==> src/logic/vsm_map.vh <==
// Register offsets, field positions, reset values and level thresholds
`ifndef VSM_MAP_VH
`define VSM_MAP_VH
// ****************************************
// Register word indexes (byte address = 4 x index)
// ****************************************
`define VSM_R_STATUS 4'h0
`define VSM_R_INCTL 4'h1
`define VSM_R_GAIN 4'h2
`define VSM_R_CHROMA 4'h3
`define VSM_R_PED 4'h4
`define VSM_R_HUE 4'h5
`define VSM_R_TIMCTL 4'h6
`define VSM_R_OUTCTL 4'h7
`define VSM_R_AUDCFG 4'h8
`define VSM_R_METER 4'h9
`define VSM_R_MIX0 4'ha
`define VSM_R_VOFS 4'he
`define VSM_R_HOFS 4'hf
// ****************************************
// Field positions
// ****************************************
`define VSM_MIX_INV 3
`define VSM_MIX_TIE 2
`define VSM_MIX_DFLT 4
`define VSM_OUT_WIDE 0
`define VSM_AUD_DIG 2
`define VSM_AUD_ANLG 3
// ****************************************
// Reset values and limits
// ****************************************
`define VSM_PCT_NOM 8'h64
`define VSM_PCT_MIN 8'h32
`define VSM_PCT_MAX 8'h96
`define VSM_PED_LIM 8'h05
`define VSM_HUE_LIM 9'h0b4
`define VSM_PEAK_MAX 3'h5
`define VSM_STD_525 2'h1
`define VSM_STD_625 2'h2
`define VSM_BLK_525N 5'h09
`define VSM_BLK_525W 5'h14
`define VSM_BLK_625N 5'h06
`define VSM_BLK_625W 5'h16
// ****************************************
// Audio magnitudes on a 24-bit full scale
// ****************************************
`define VSM_A_CLIP 24'h7f_ffff
`define VSM_A_M2 24'h65_ac28
`define VSM_A_M4 24'h50_c3a8
`define VSM_A_M6 24'h40_26e6
`define VSM_A_M8 24'h32_f52c
`define VSM_A_M10 24'h28_7a6d
`define VSM_A_M18 24'h10_1d35
`define VSM_A_M20 24'h0c_ccce
`define VSM_A_M38 24'h01_9c85
`define VSM_A_M40 24'h01_47ae
`endif

==> src/logic/vsm_ctrl.v <==
// Video sync and audio mixer control block with Wishbone register slave
// Function
// - Report input none/525/625 lock and reference presence as read-only status
// - Report optical transmitter OK, failed or resetting as read-only status
// - Select 3-line or 5-line comb filter and analog setup present
// - Video gain and chroma gain adjustable from 50 to 150 percent
// - Pedestal level offset limited to plus or minus 5 IRE
// - Hue rotation limited to plus or minus 180 degrees
// - Flag red peak per output when level reaches or exceeds chosen headroom threshold
// - Meter orange above 0 VU, green above -20 VU, else dark
// - Each input channel routes to any output bus with own level
// - Tie channels 1 with 2 and 3 with 4 under one control
// - Per-channel polarity invert and a default command restoring settings
// - Frame sync on with reference: lock output to reference, correct time base
// - Frame sync on without reference: time base correction, free-running output
// - Frame sync off: ignore reference, output follows input, no correction
// - Vertical line and horizontal clock offsets apply only with frame sync on
// - Narrow or wide vertical blanking, end line by line standard
// - Output black, colour bars, or normal video
// - Mute policy: never, mute on noise, or freeze on noise
// - Embed exactly one selected audio group of four
// - Digital reference level of -20 or -18 dBFS
// - Analog reference level of -10 dBu or +4 dBu
// - Peak threshold clipping or 2, 4, 6, 8, 10 dB headroom
//
// Added by the designer: the placing of the registers and register access over Wishbone.
`include "vsm_map.vh"
module vsm_ctrl #(
  parameter NCH = 4,
  parameter AW = 24
) (
  // Clock and reset
  input wire clk_i,
  input wire rst_i,
  // Wishbone slave
  input wire wb_cyc_i,
  input wire wb_stb_i,
  input wire wb_we_i,
  input wire [5:0] wb_adr_i,
  input wire [3:0] wb_sel_i,
  input wire [31:0] wb_dat_i,
  output reg [31:0] wb_dat_o,
  output reg wb_ack_o,
  // Video and link status
  input wire [1:0] vid_lock_i,
  input wire ref_ok_i,
  input wire [1:0] laser_st_i,
  input wire noise_i,
  // Video control
  output reg comb_5line_o,
  output reg setup_on_o,
  output reg [7:0] gain_pct_o,
  output reg [7:0] chroma_pct_o,
  output reg [7:0] ped_ire_o,
  output reg [8:0] hue_deg_o,
  output reg [1:0] sync_mode_o,
  output reg [9:0] vofs_o,
  output reg [11:0] hofs_o,
  output reg [4:0] blank_last_o,
  output reg [1:0] pattern_o,
  output reg mute_o,
  output reg freeze_o,
  // Audio configuration
  output reg [1:0] group_o,
  output reg dig_ref_o,
  output reg anlg_ref_o,
  output reg [8*NCH-1:0] lvl_o,
  // Audio samples
  input wire aud_stb_i,
  input wire [AW*NCH-1:0] aud_in_i,
  output reg aud_stb_o,
  output reg [AW*NCH-1:0] aud_out_o,
  output reg [2*NCH-1:0] level_meter_o
);

  // ****************************************
  // Helper functions
  // ****************************************

  // Byte lane mask from Wishbone select
  function [31:0] lane_mask;
    input [3:0] sel;
    begin
      lane_mask = {{8{sel[3]}}, {8{sel[2]}}, {8{sel[1]}}, {8{sel[0]}}};
    end
  endfunction

  // Percent clamp into the 50..150 window
  function [7:0] pct_clamp;
    input [7:0] v;
    begin
      if (v < `VSM_PCT_MIN) begin
        pct_clamp = `VSM_PCT_MIN;
      end else if (v > `VSM_PCT_MAX) begin
        pct_clamp = `VSM_PCT_MAX;
      end else begin
        pct_clamp = v;
      end
    end
  endfunction

  // Peak threshold magnitude by headroom code
  function [AW-1:0] peak_lvl;
    input [2:0] code;
    begin
      case (code)
        3'h0: peak_lvl = `VSM_A_CLIP;
        3'h1: peak_lvl = `VSM_A_M2;
        3'h2: peak_lvl = `VSM_A_M4;
        3'h3: peak_lvl = `VSM_A_M6;
        3'h4: peak_lvl = `VSM_A_M8;
        default: peak_lvl = `VSM_A_M10;
      endcase
    end
  endfunction

  // ****************************************
  // Control registers
  // ****************************************
  reg comb5_r;
  reg setup_r;
  reg [7:0] gain_r;
  reg [7:0] chroma_r;
  reg [7:0] ped_r;
  reg [8:0] hue_r;
  reg fs_on_r;
  reg [9:0] vofs_r;
  reg [11:0] hofs_r;
  reg wide_r;
  reg [1:0] pat_r;
  reg [1:0] mpol_r;
  reg [1:0] grp_r;
  reg dig_r;
  reg anlg_r;
  reg [2:0] peak_r;
  reg [1:0] bus_r [0:NCH-1];
  reg tie_r [0:NCH-1];
  reg inv_r [0:NCH-1];
  reg [7:0] lvl_r [0:NCH-1];
  reg [2*NCH-1:0] meter_r;
  reg [31:0] rd_w;
  reg [1:0] mode_nxt;

  wire wb_req = wb_cyc_i & wb_stb_i & ~wb_ack_o;
  wire [3:0] idx = wb_adr_i[5:2];
  wire [31:0] wr_w = (rd_w & ~lane_mask(wb_sel_i)) | (wb_dat_i & lane_mask(wb_sel_i));
  wire do_wr = wb_req & wb_we_i;
  wire [8:0] hue_w = wr_w[8:0];
  wire [7:0] ped_w = wr_w[7:0];
  wire [1:0] mix_c = idx[1:0] - 2'h2;
  integer c;

  // ****************************************
  // Read mux, also the base for byte merges
  // ****************************************
  always @* begin
    rd_w = 32'h0000_0000;
    case (idx)
      `VSM_R_STATUS: rd_w[4:0] = {laser_st_i, ref_ok_i, vid_lock_i};
      `VSM_R_INCTL: rd_w[1:0] = {setup_r, comb5_r};
      `VSM_R_GAIN: rd_w[7:0] = gain_r;
      `VSM_R_CHROMA: rd_w[7:0] = chroma_r;
      `VSM_R_PED: rd_w[7:0] = ped_r;
      `VSM_R_HUE: rd_w[8:0] = hue_r;
      `VSM_R_TIMCTL: rd_w[2:0] = {sync_mode_o, fs_on_r};
      `VSM_R_OUTCTL: rd_w[4:0] = {mpol_r, pat_r, wide_r};
      `VSM_R_AUDCFG: rd_w[6:0] = {peak_r, anlg_r, dig_r, grp_r};
      `VSM_R_METER: rd_w[2*NCH-1:0] = meter_r;
      `VSM_R_VOFS: rd_w[9:0] = vofs_r;
      `VSM_R_HOFS: rd_w[11:0] = hofs_r;
      default: begin
        if (idx >= `VSM_R_MIX0 && idx < `VSM_R_VOFS) begin
          rd_w[15:0] = {lvl_r[mix_c], 4'h0, inv_r[mix_c], tie_r[mix_c], bus_r[mix_c]};
        end
      end
    endcase
  end

  // ****************************************
  // Wishbone answer, registered ack one cycle after the request
  // ****************************************
  always @(posedge clk_i) begin
    if (rst_i) begin
      wb_ack_o <= 1'b0;
      wb_dat_o <= 32'h0000_0000;
    end else begin
      wb_ack_o <= wb_req;
      if (wb_req) begin
        wb_dat_o <= wb_we_i ? 32'h0000_0000 : rd_w;
      end
    end
  end

  // ****************************************
  // Video and audio configuration writes
  // ****************************************
  always @(posedge clk_i) begin
    if (rst_i) begin
      comb5_r <= 1'b1;
      setup_r <= 1'b0;
      gain_r <= `VSM_PCT_NOM;
      chroma_r <= `VSM_PCT_NOM;
      ped_r <= 8'h00;
      hue_r <= 9'h000;
      fs_on_r <= 1'b1;
      vofs_r <= 10'h000;
      hofs_r <= 12'h000;
      wide_r <= 1'b0;
      pat_r <= 2'h0;
      mpol_r <= 2'h0;
      grp_r <= 2'h0;
      dig_r <= 1'b0;
      anlg_r <= 1'b1;
      peak_r <= 3'h0;
    end else if (do_wr) begin
      case (idx)
        `VSM_R_INCTL: begin
          comb5_r <= wr_w[0];
          setup_r <= wr_w[1];
        end
        `VSM_R_GAIN: gain_r <= pct_clamp(wr_w[7:0]);
        `VSM_R_CHROMA: chroma_r <= pct_clamp(wr_w[7:0]);
        `VSM_R_PED: begin
          if (!ped_w[7] && ped_w > `VSM_PED_LIM) begin
            ped_r <= `VSM_PED_LIM;
          end else if (ped_w[7] && ped_w < (8'h00 - `VSM_PED_LIM)) begin
            ped_r <= 8'h00 - `VSM_PED_LIM;
          end else begin
            ped_r <= ped_w;
          end
        end
        `VSM_R_HUE: begin
          if (!hue_w[8] && hue_w > `VSM_HUE_LIM) begin
            hue_r <= `VSM_HUE_LIM;
          end else if (hue_w[8] && hue_w < (9'h000 - `VSM_HUE_LIM)) begin
            hue_r <= 9'h000 - `VSM_HUE_LIM;
          end else begin
            hue_r <= hue_w;
          end
        end
        `VSM_R_TIMCTL: fs_on_r <= wr_w[0];
        `VSM_R_VOFS: vofs_r <= wr_w[9:0];
        `VSM_R_HOFS: hofs_r <= wr_w[11:0];
        // pattern, unused code falls to off
        `VSM_R_OUTCTL: begin
          wide_r <= wr_w[`VSM_OUT_WIDE];
          pat_r <= (wr_w[2:1] == 2'h3) ? 2'h0 : wr_w[2:1];
          mpol_r <= (wr_w[4:3] == 2'h3) ? 2'h0 : wr_w[4:3];
        end
        // headroom codes above ten dB are held at ten
        `VSM_R_AUDCFG: begin
          grp_r <= wr_w[1:0];
          dig_r <= wr_w[`VSM_AUD_DIG];
          anlg_r <= wr_w[`VSM_AUD_ANLG];
          peak_r <= (wr_w[6:4] > `VSM_PEAK_MAX) ? `VSM_PEAK_MAX : wr_w[6:4];
        end
        default: begin
        end
      endcase
    end
  end

  // ****************************************
  // Mixer channel settings
  // ****************************************
  // A tied pair shares level and polarity; writing either side updates both
  always @(posedge clk_i) begin
    if (rst_i) begin
      for (c = 0; c < NCH; c = c + 1) begin
        bus_r[c] <= c[1:0];
        tie_r[c] <= 1'b0;
        inv_r[c] <= 1'b0;
        lvl_r[c] <= 8'h00;
      end
    end else if (do_wr && idx >= `VSM_R_MIX0 && idx < `VSM_R_VOFS) begin
      if (wr_w[`VSM_MIX_DFLT]) begin
        bus_r[mix_c] <= mix_c;
        tie_r[mix_c] <= 1'b0;
        inv_r[mix_c] <= 1'b0;
        lvl_r[mix_c] <= 8'h00;
        tie_r[mix_c ^ 2'h1] <= 1'b0;
      end else begin
        bus_r[mix_c] <= wr_w[1:0];
        lvl_r[mix_c] <= wr_w[15:8];
        inv_r[mix_c] <= wr_w[`VSM_MIX_INV];
        tie_r[mix_c] <= wr_w[`VSM_MIX_TIE];
        tie_r[mix_c ^ 2'h1] <= wr_w[`VSM_MIX_TIE];
        if (wr_w[`VSM_MIX_TIE]) begin
          lvl_r[mix_c ^ 2'h1] <= wr_w[15:8];
          inv_r[mix_c ^ 2'h1] <= wr_w[`VSM_MIX_INV];
        end
      end
    end
  end

  // ****************************************
  // Video control and audio configuration outputs
  // ****************************************
  always @* begin
    // frame sync off passes input timing
    // no reference gives time base correction only
    if (!fs_on_r) begin
      mode_nxt = 2'h0;
    end else if (!ref_ok_i) begin
      mode_nxt = 2'h1;
    end else begin
      mode_nxt = 2'h2;
    end
  end

  always @(posedge clk_i) begin
    if (rst_i) begin
      comb_5line_o <= 1'b1;
      setup_on_o <= 1'b0;
      gain_pct_o <= `VSM_PCT_NOM;
      chroma_pct_o <= `VSM_PCT_NOM;
      ped_ire_o <= 8'h00;
      hue_deg_o <= 9'h000;
      sync_mode_o <= 2'h0;
      vofs_o <= 10'h000;
      hofs_o <= 12'h000;
      blank_last_o <= `VSM_BLK_525N;
      pattern_o <= 2'h0;
      mute_o <= 1'b0;
      freeze_o <= 1'b0;
      group_o <= 2'h0;
      dig_ref_o <= 1'b0;
      anlg_ref_o <= 1'b1;
    end else begin
      comb_5line_o <= comb5_r;
      setup_on_o <= setup_r;
      gain_pct_o <= gain_r;
      chroma_pct_o <= chroma_r;
      ped_ire_o <= ped_r;
      hue_deg_o <= hue_r;
      sync_mode_o <= mode_nxt;
      vofs_o <= fs_on_r ? vofs_r : 10'h000;
      hofs_o <= fs_on_r ? hofs_r : 12'h000;
      // blanking end line; no lock uses 525 figures
      if (vid_lock_i == `VSM_STD_625) begin
        blank_last_o <= wide_r ? `VSM_BLK_625W : `VSM_BLK_625N;
      end else begin
        blank_last_o <= wide_r ? `VSM_BLK_525W : `VSM_BLK_525N;
      end
      pattern_o <= pat_r;
      // mute or freeze only while noisy
      mute_o <= (mpol_r == 2'h1) & noise_i;
      freeze_o <= (mpol_r == 2'h2) & noise_i;
      group_o <= grp_r;
      dig_ref_o <= dig_r;
      anlg_ref_o <= anlg_r;
    end
  end

  // ****************************************
  // Mixer buses and level meters
  // ****************************************
  genvar g;
  generate
    for (g = 0; g < NCH; g = g + 1) begin : gch
      reg signed [AW+1:0] acc;
      reg signed [AW+1:0] smp;
      reg [AW:0] mag;
      integer k;

      always @(posedge clk_i) begin
        if (rst_i) begin
          lvl_o[8*g +: 8] <= 8'h00;
        end else begin
          lvl_o[8*g +: 8] <= lvl_r[g];
        end
      end

      // Sum of every input routed to this bus, invert applied, saturated
      always @* begin
        acc = {(AW+2){1'b0}};
        smp = {(AW+2){1'b0}};
        for (k = 0; k < NCH; k = k + 1) begin
          smp = {{2{aud_in_i[AW*k+AW-1]}}, aud_in_i[AW*k +: AW]};
          if ({30'h0, bus_r[k]} == g) begin
            acc = inv_r[k] ? acc - smp : acc + smp;
          end
        end
      end

      always @(posedge clk_i) begin
        if (rst_i) begin
          aud_out_o[AW*g +: AW] <= {AW{1'b0}};
        end else if (aud_stb_i) begin
          if (acc > $signed({3'b000, {(AW-1){1'b1}}})) begin
            aud_out_o[AW*g +: AW] <= {1'b0, {(AW-1){1'b1}}};
          end else if (acc < $signed({3'b111, {(AW-1){1'b0}}})) begin
            aud_out_o[AW*g +: AW] <= {1'b1, {(AW-1){1'b0}}};
          end else begin
            aud_out_o[AW*g +: AW] <= acc[AW-1:0];
          end
        end
      end

      // Magnitude of the bus sample just produced
      always @* begin
        if (aud_out_o[AW*g+AW-1]) begin
          mag = {1'b0, ~aud_out_o[AW*g +: AW]} + {{AW{1'b0}}, 1'b1};
        end else begin
          mag = {1'b0, aud_out_o[AW*g +: AW]};
        end
      end

      // Meter codes: 0 dark, 1 green, 2 orange, 3 red
      always @(posedge clk_i) begin
        if (rst_i) begin
          meter_r[2*g +: 2] <= 2'h0;
        end else if (aud_stb_o) begin
          if (mag >= {1'b0, peak_lvl(peak_r)}) begin
            meter_r[2*g +: 2] <= 2'h3;
          end else if (mag > {1'b0, dig_r ? `VSM_A_M18 : `VSM_A_M20}) begin
            meter_r[2*g +: 2] <= 2'h2;
          end else if (mag > {1'b0, dig_r ? `VSM_A_M38 : `VSM_A_M40}) begin
            meter_r[2*g +: 2] <= 2'h1;
          end else begin
            meter_r[2*g +: 2] <= 2'h0;
          end
        end
      end
    end
  endgenerate

  // Sample strobe in step with the bus samples; meter out two cycles behind them
  always @(posedge clk_i) begin
    if (rst_i) begin
      aud_stb_o <= 1'b0;
      level_meter_o <= {(2*NCH){1'b0}};
    end else begin
      aud_stb_o <= aud_stb_i;
      level_meter_o <= meter_r;
    end
  end

endmodule

==> config.mk <==
export PLATFORM = sky130hd
export DESIGN_NAME = vsm_ctrl
export DESIGN_NICKNAME = d
export VERILOG_FILES = /design/src/logic/vsm_ctrl.v
export VERILOG_INCLUDE_DIRS = /design/src /design/src/logic
export SDC_FILE = /design/constraint.sdc
export NUM_CORES = 2
export LEC_CHECK = 0
export BUFFER_PORTS_ARGS = -buffer_cell sky130_fd_sc_hd__buf_4
export CELL_PAD_IN_SITES_DETAIL_PLACEMENT = 1
export CELL_PAD_IN_SITES_GLOBAL_PLACEMENT = 1
export CORE_UTILIZATION = 40
export CTS_CLUSTER_SIZE = 20
export DETAILED_ROUTE_END_ITERATION = 7
export MAX_ROUTING_LAYER = met4
export PLACE_DENSITY_LB_ADDON = 0.1
export REMOVE_ABC_BUFFERS = 1
export SETUP_SLACK_MARGIN = 0.1
export SLEW_MARGIN = 20
export SYNTH_ARGS = -nofsm -noshare
export SYNTH_HDL_FRONTEND = slang
export SYNTH_SLANG_ARGS = --single-unit
export TNS_END_PERCENT = 30
==> constraint.sdc <==
create_clock -name clk_i -period 8.7 [get_ports clk_i]
set_clock_uncertainty 0.15 [all_clocks]
set_input_delay 0.435 -clock clk_i [delete_from_list [all_inputs] [get_ports clk_i]]
set_output_delay 0.435 -clock clk_i [all_outputs]
set_load 0.05 [all_outputs]
[Word level (Yosys, flattened, before mapping)]
Memories as Yosys holds them, arrays and structs flattened. A register that Yosys moved wholly into a read port is not among the register bits.
Index checks and enable logic that the tools add are counted.
Operators by class
  $mul: 0
  bitwise gates (word level): 21
  eq/ne operators: 32
  reductions and logical operators: 40
  div/mod/pow operators: 0
  $add $sub $neg: 30
  order comparisons: 29
  mux-type cells: 123
  shift-type cells: 0
Operators by type and width (count)
  $mux 26: 29
  $add 26x24->26: 12
  $sub 26x24->26: 12
  $mux 24: 10
  $gt 25x24->1: 6
  $pmux 23 s5: 1
  $gt 26x24->1 const B: 4
  $lt 26x24->1 const B: 4
  $add 24x1->25 const B: 4
  $ge 25x24->1: 4
  $mux 25: 4
  $not 24->24: 4
  $mux 8: 7
  $mux 16: 3
  $mux 2: 20
  $mux 1: 33
  $and 16x16->16: 2
  $gt 25x17->1: 1
  $gt 25x21->1: 1
  $sub 1x24->25 const A: 1
  $eq 2x2->1 const B: 12
  $pmux 2 s12: 1
  $pmux 2 s11: 1
  $mux 21: 1
  other kinds (48): 98
Word-level totals
  logic and storage cells: 323
  memory bits (writable): 48
  memories: 4
  memory bits (read-only): 0
  input bits: 150
  register bits after elaboration: 288
  bits in latches: 0
Memories
  lvl_r: words 4, width 8, rd ports 5, clocked after memory_dff 4, write ports 4, RTL line vsm_ctrl.v:139  | reg [7:0] lvl_r [0:NCH-1];
  bus_r: words 4, width 2, rd ports 5, clocked after memory_dff 0, write ports 4, RTL line vsm_ctrl.v:136  | reg [1:0] bus_r [0:NCH-1];
  inv_r: words 4, width 1, rd ports 5, clocked after memory_dff 0, write ports 4, RTL line vsm_ctrl.v:138  | reg inv_r [0:NCH-1];
  tie_r: words 4, width 1, rd ports 1, clocked after memory_dff 0, write ports 4, RTL line vsm_ctrl.v:137  | reg tie_r [0:NCH-1];

[Longest topological paths before layout]
  depth in word-level cells: 15
  depth in mapped cells: 51
  gate-level depth less buffers: 48

[Worst setup path after synthesis]
Ideal clock, no wire load.
  path type: register -> register
  start: memory inv_r[1]
  end: register aud_out_o[4]
  required time: 8407 ps
  path buffers: 5
  data arrival time: 8377 ps
  slack: 29 ps
  cell stages (with the launch flop): 40
  cells stage by stage: edfxtp_1 buf_2 buf_2 buf_1 buf_1 nor2_1 xnor2_1 ha_1 a21o_1 o21ba_2 o31ai_1 nor4_1 o2bb2ai_1 or3_1 a21oi_1 xnor2_1 mux2_2 ha_1 [4 not listed] maj3_1 xnor2_1 a21oi_1 ha_1 and2_1 a22oi_1 o21ai_0 nor4_1 nor3_1 a221o_1 a21oi_1 a2111oi_0 nor3_1 and3b_4 xnor2_4 o2111a_1 buf_4 o32ai_2
RTL lines
  from (decl): RTL line vsm_ctrl.v:138
  to (signal, indexed assignment): RTL line vsm_ctrl.v:388  | aud_out_o[AW*g +: AW] <= {AW{1'b0}};
  to (signal, indexed assignment): RTL line vsm_ctrl.v:391  | aud_out_o[AW*g +: AW] <= {1'b0, {(AW-1){1'b1}}};
  to (signal, indexed assignment): RTL line vsm_ctrl.v:393  | aud_out_o[AW*g +: AW] <= {1'b1, {(AW-1){1'b0}}};
  to (decl): RTL line vsm_ctrl.v:72  | output reg [AW*NCH-1:0] aud_out_o,

==> impl_summary.txt <==
----------------------------------------------------
[Drt]
  Routed length per instance ... 24.1 um
  Count of TritonRoute iterations in the first routing pass ... 5
  Final ANT Viol Nets ... 0
  Via count normalized by instance count ... 5.92
  Drt drc ... 0
  DR vias ... 45300
  Routed wire length ... 184000 um
  1st-iter DRT viols ... 2952

[Power and ir drop]
  Pint ... 4.69 mW
  Total power density per cell area ... 155 mW/mm^2
  Share of total power in combinational logic ... 55.3%
  Net switching power ... 3.54 mW
  Total leakage power ... 23.8 nW
  Reg power frac ... 23.4%
  Power share of the clock group ... 21.3%
  Switching share of power ... 43.0%
  Peak supply drop ... 0.150 mV

[Global route]
  All-Layer GR Usage ... 35.7%
  Global-route wire length before repair ... 275000 um
  Initial antenna violation count ... 3
  Total overflow reported by the global router ... 0
  Pin count of the biggest net entering global routing ... 89
  Number of global-route vias before repair ... 46000

[Worst setup path]
  Library cell appearing most often on the critical path ... buf_4
  CP Capture Type ... flip-flop
  Worst Path Max Fanout ... 6
  Setup crit end ... aud_out_o[35]$_SDFFE_PP0P_
  Critical path startpoint ... inv_r[0]$_DFFE_PP_
  Worst path required time ... 9030 ps
  Worst R2R Setup Slack ... -110 ps
  Path depth of the worst reg2reg path ... 40
  Worst setup SP type ... flip-flop
  Reg-to-reg critical path endpoint ... aud_out_o[35]$_SDFFE_PP0P_
  Crit-path max cell delay ... 470 ps
  Worst setup path category ... flip-flop to flip-flop
  Dominant delay contributor by cell family on the critical path ... compound AO/OA/AOI/OAI gates
  Slowest CP cell ... a2111oi_4
  Signal arrival time at the worst endpoint ... 9140 ps
  Count of buffering cells on the critical path with inverters included ... 7
  Worst path depth ... 40
  Worst R2R Start ... inv_r[0]$_DFFE_PP_

[Logic synthesis]
  Mean Syn Cell Area ... 7.60 um^2
  Most common flop cell mapped by yosys ... dfxtp_1
  Part of the Yosys area used for sequential elements ... 18.7%
  Yosys top cell area share ... 15.1%
  Async set-reset flop share out of synthesis ... 0%
  Synthesis Warnings ... 0
  Top cells by area, synth ... dfxtp_1, ha_1, xnor2_1
  Gate Count Post-Synth ... 5281
  Unique cell type count in the Yosys netlist ... 140
  Post-synthesis instance area ... 0.0402 mm^2
  #FFs+latches synth ... 351
  Library cell occupying the most area in the post-synthesis netlist ... dfxtp_1
  Number of enable flip-flop cells after synthesis ... 48

[Timing]
  Endpoints failing hold ... 0
  Slew at the pin closest to its max-slew limit ... 1360 ps
  Tmin final ... 8810 ps
  Final setup fails ... 24
  Final max-slew violation count ... 0
  Final worst path period share ... 101%
  Setup WS post-layout ... -112 ps
  Normalized max-slew margin ... 7.12%
  RSZ-0062 raised after global routing ... true
  Setup TNS ... -1790 ps
  Highest clock rate ... 0.113 GHz

[Layout]
  Cell Count, Final, Fillers Out ... 7646
  Most frequent cells in the layout ... buf_4, nor2_1, nand2_1
  Final cell area excluding filler cells ... 0.0530 mm^2
  Post-layout net count ... 6937
  Layout fillers ... 12100
  Fraction of final layout cells sized beyond drive strength 1 ... 27.2%
  Growth of design area from synthesis to finish ... 31.9%
  Register cell area after layout ... 0.00751 mm^2
  Multi-input logic area ... 0.0322 mm^2
  Most common cell after layout, fill and taps aside ... buf_4

[CTS]
  Source-to-sink clock delay at the later pin of the worst-skew pair ... 610 ps
  Clock slew seen by the registers of the worst setup and hold paths ... 70 ps
  TritonCTS clock tree ... built
  Maximum clock insertion buffer count ... 3
  Clock buffers created by TritonCTS ... 40
  Number of sinks driven by the clock tree ... 351
  CTS HTree Levels ... 2
  Clock Tree Root ... clkbuf_16

[Floorplan]
  Die area ... 0.102 mm^2
  Std cell rows ... 115
  I/O pin count ... 392
  Initial core utilization ... 40.6%
  Placeable Area ... 0.0989 mm^2
  Width of the die ... 319 um
  DIE HEIGHT ... 319 um

[Run]
  Max-cap check violation count ... 0

[Hold path]
  Path class of the lowest-slack min-delay path ... primary input to flip-flop
  Start point of the worst hold path ... wb_we_i

[Outcome]
  Violations in the final reports ... setup timing
  Status ... finished, violations left

[Placement]
  Placed wire-length estimate ... 150000 um
  Final RePlAce weighted congestion ... 0.997
  Worst setup slack before clock tree synthesis ... -754 ps
  Placed Cells ... 7516
  Number of buffers added on ports ... 355
  Area after detailed placement ... 0.0498 mm^2

----------------------------------------------------
==> synth_stat cells, types with 48 or more instances <==
| cell | n |
|---|---|
| a21o_1 | 113 |
| xnor2_1 | 311 |
| ha_1 | 446 |
| nand3_1 | 102 |
| dfxtp_1 | 303 |
| nor2_1 | 686 |
| nor2b_1 | 152 |
| a211oi_1 | 91 |
| o21ai_0 | 289 |
| nand2b_1 | 90 |
| a31oi_1 | 53 |
| nor3_1 | 159 |
| nand2_1 | 501 |
| a21oi_1 | 378 |
| o31ai_1 | 52 |
| edfxtp_1 | 48 |
| clkbuf_1 | 172 |
| xor2_1 | 121 |
| and2_1 | 59 |
| o21a_1 | 49 |
| inv_1 | 170 |
==> per-layer routing <==
metal,GRT usage [%],up-vias,wire length (um)
met3,2.92,310,7440
li1,-,21200,-
met4,14.0,0,8340
met1,43.5,22500,79000
met5,-,-,0
met2,60.9,1210,89400
==> how the worst min path moves through the flow <==
| stage | end | depth (start not counted) |
|---|---|---|
| final | wb_dat_o[1]$_SDFFE_PP0P_ | 4 |
| after global routing | wb_dat_o[1]$_SDFFE_PP0P_ | 4 |
| after CTS | wb_dat_o[1]$_SDFFE_PP0P_ | 4 |
| after detailed placement | hue_r[3]$_SDFFE_PP0P_ | 2 |
| after global placement | hue_r[3]$_SDFFE_PP0P_ | 2 |
| after floorplan | mute_o$_SDFF_PP0_ | 1 |
==> power groups by stage <==
stage,Combinational [mW],Clock [mW],Sequential [mW]
after floorplan,2.24,0,2.12
after global placement,4.12,0,1.95
after detailed placement,4.22,0,1.96
after CTS,4.35,1.76,1.92
after global routing,4.89,1.83,1.93
final,4.55,1.75,1.93
==> timing repair <==
item / 4_1_cts / 5_1_grt
pin swaps: 40 / 99
cloned: 4 / 4
endpoints found under the hold margin: 5 / 0
buffers inserted: 23 / 23
gates resized for setup: 128 / 183
endpoints found under the setup margin: 93 / 95
hold buffers: 4 / 0
==> flip-flops by register name, summed over array words and instances (netlist names), 10 cells and up <==
register   cells
wb_dat_o      16
lvl_o         32
vofs_o        10
hofs_o        12
aud_out_o     96
lvl_r         32
hofs_r        12
vofs_r        10
==> worst reg2reg max path: cells and delay by family (launching register included) <==
kind,cells,cell delay [ps]
AND/OR/NAND/NOR,8,1100
multiplexers,2,450
adder cells (fa/ha/maj),4,1020
AO/OA/AOI/OAI,14,3610
flip-flops,1,430
buffers and inverters,7,1210
XOR/XNOR,5,770
==> cell type report <==
cell class	count	share of cell area, %
inverter	171	1.24
sequential	351	14.2
timing repair buffer	1239	18.2
multi-input combinational	4526	60.8
clock inverter	17	0.376
clock buffer	53	2.15
antenna	2	0.00945
tap	1287	3.04
==> cells by family (layout without fill, tap and decap cells) <==
kind of cell             count (synthesis)  in the layout  share of synthesized area [%]
other                                    1             18                        0.00934
adder cells (fa/ha/maj)                472            472                           14.8
AO/OA/AOI/OAI                         1475           1475                           25.1
buffers and inverters                  419           1480                           4.34
multiplexers                            89             89                           2.79
AND/OR/NAND/NOR                       2031           2031                           24.3
flip-flops                             351            351                           18.7
XOR/XNOR                               443            443                           9.97
==> through the flow <==
| step | hold slack, ps | util, % | power (mW) |
|---|---|---|---|
| after floorplan | 282 | - | 4.36 |
| after global placement | 307 | 50.3 | 6.07 |
| after detailed placement | 317 | 50.3 | 6.18 |
| after CTS | 42.0 | 52.5 | 8.03 |
| after global routing | 97.8 | 53.6 | 8.65 |
| final | 68.3 | 53.6 | 8.23 |
Power figures use the tool's default switching activity.
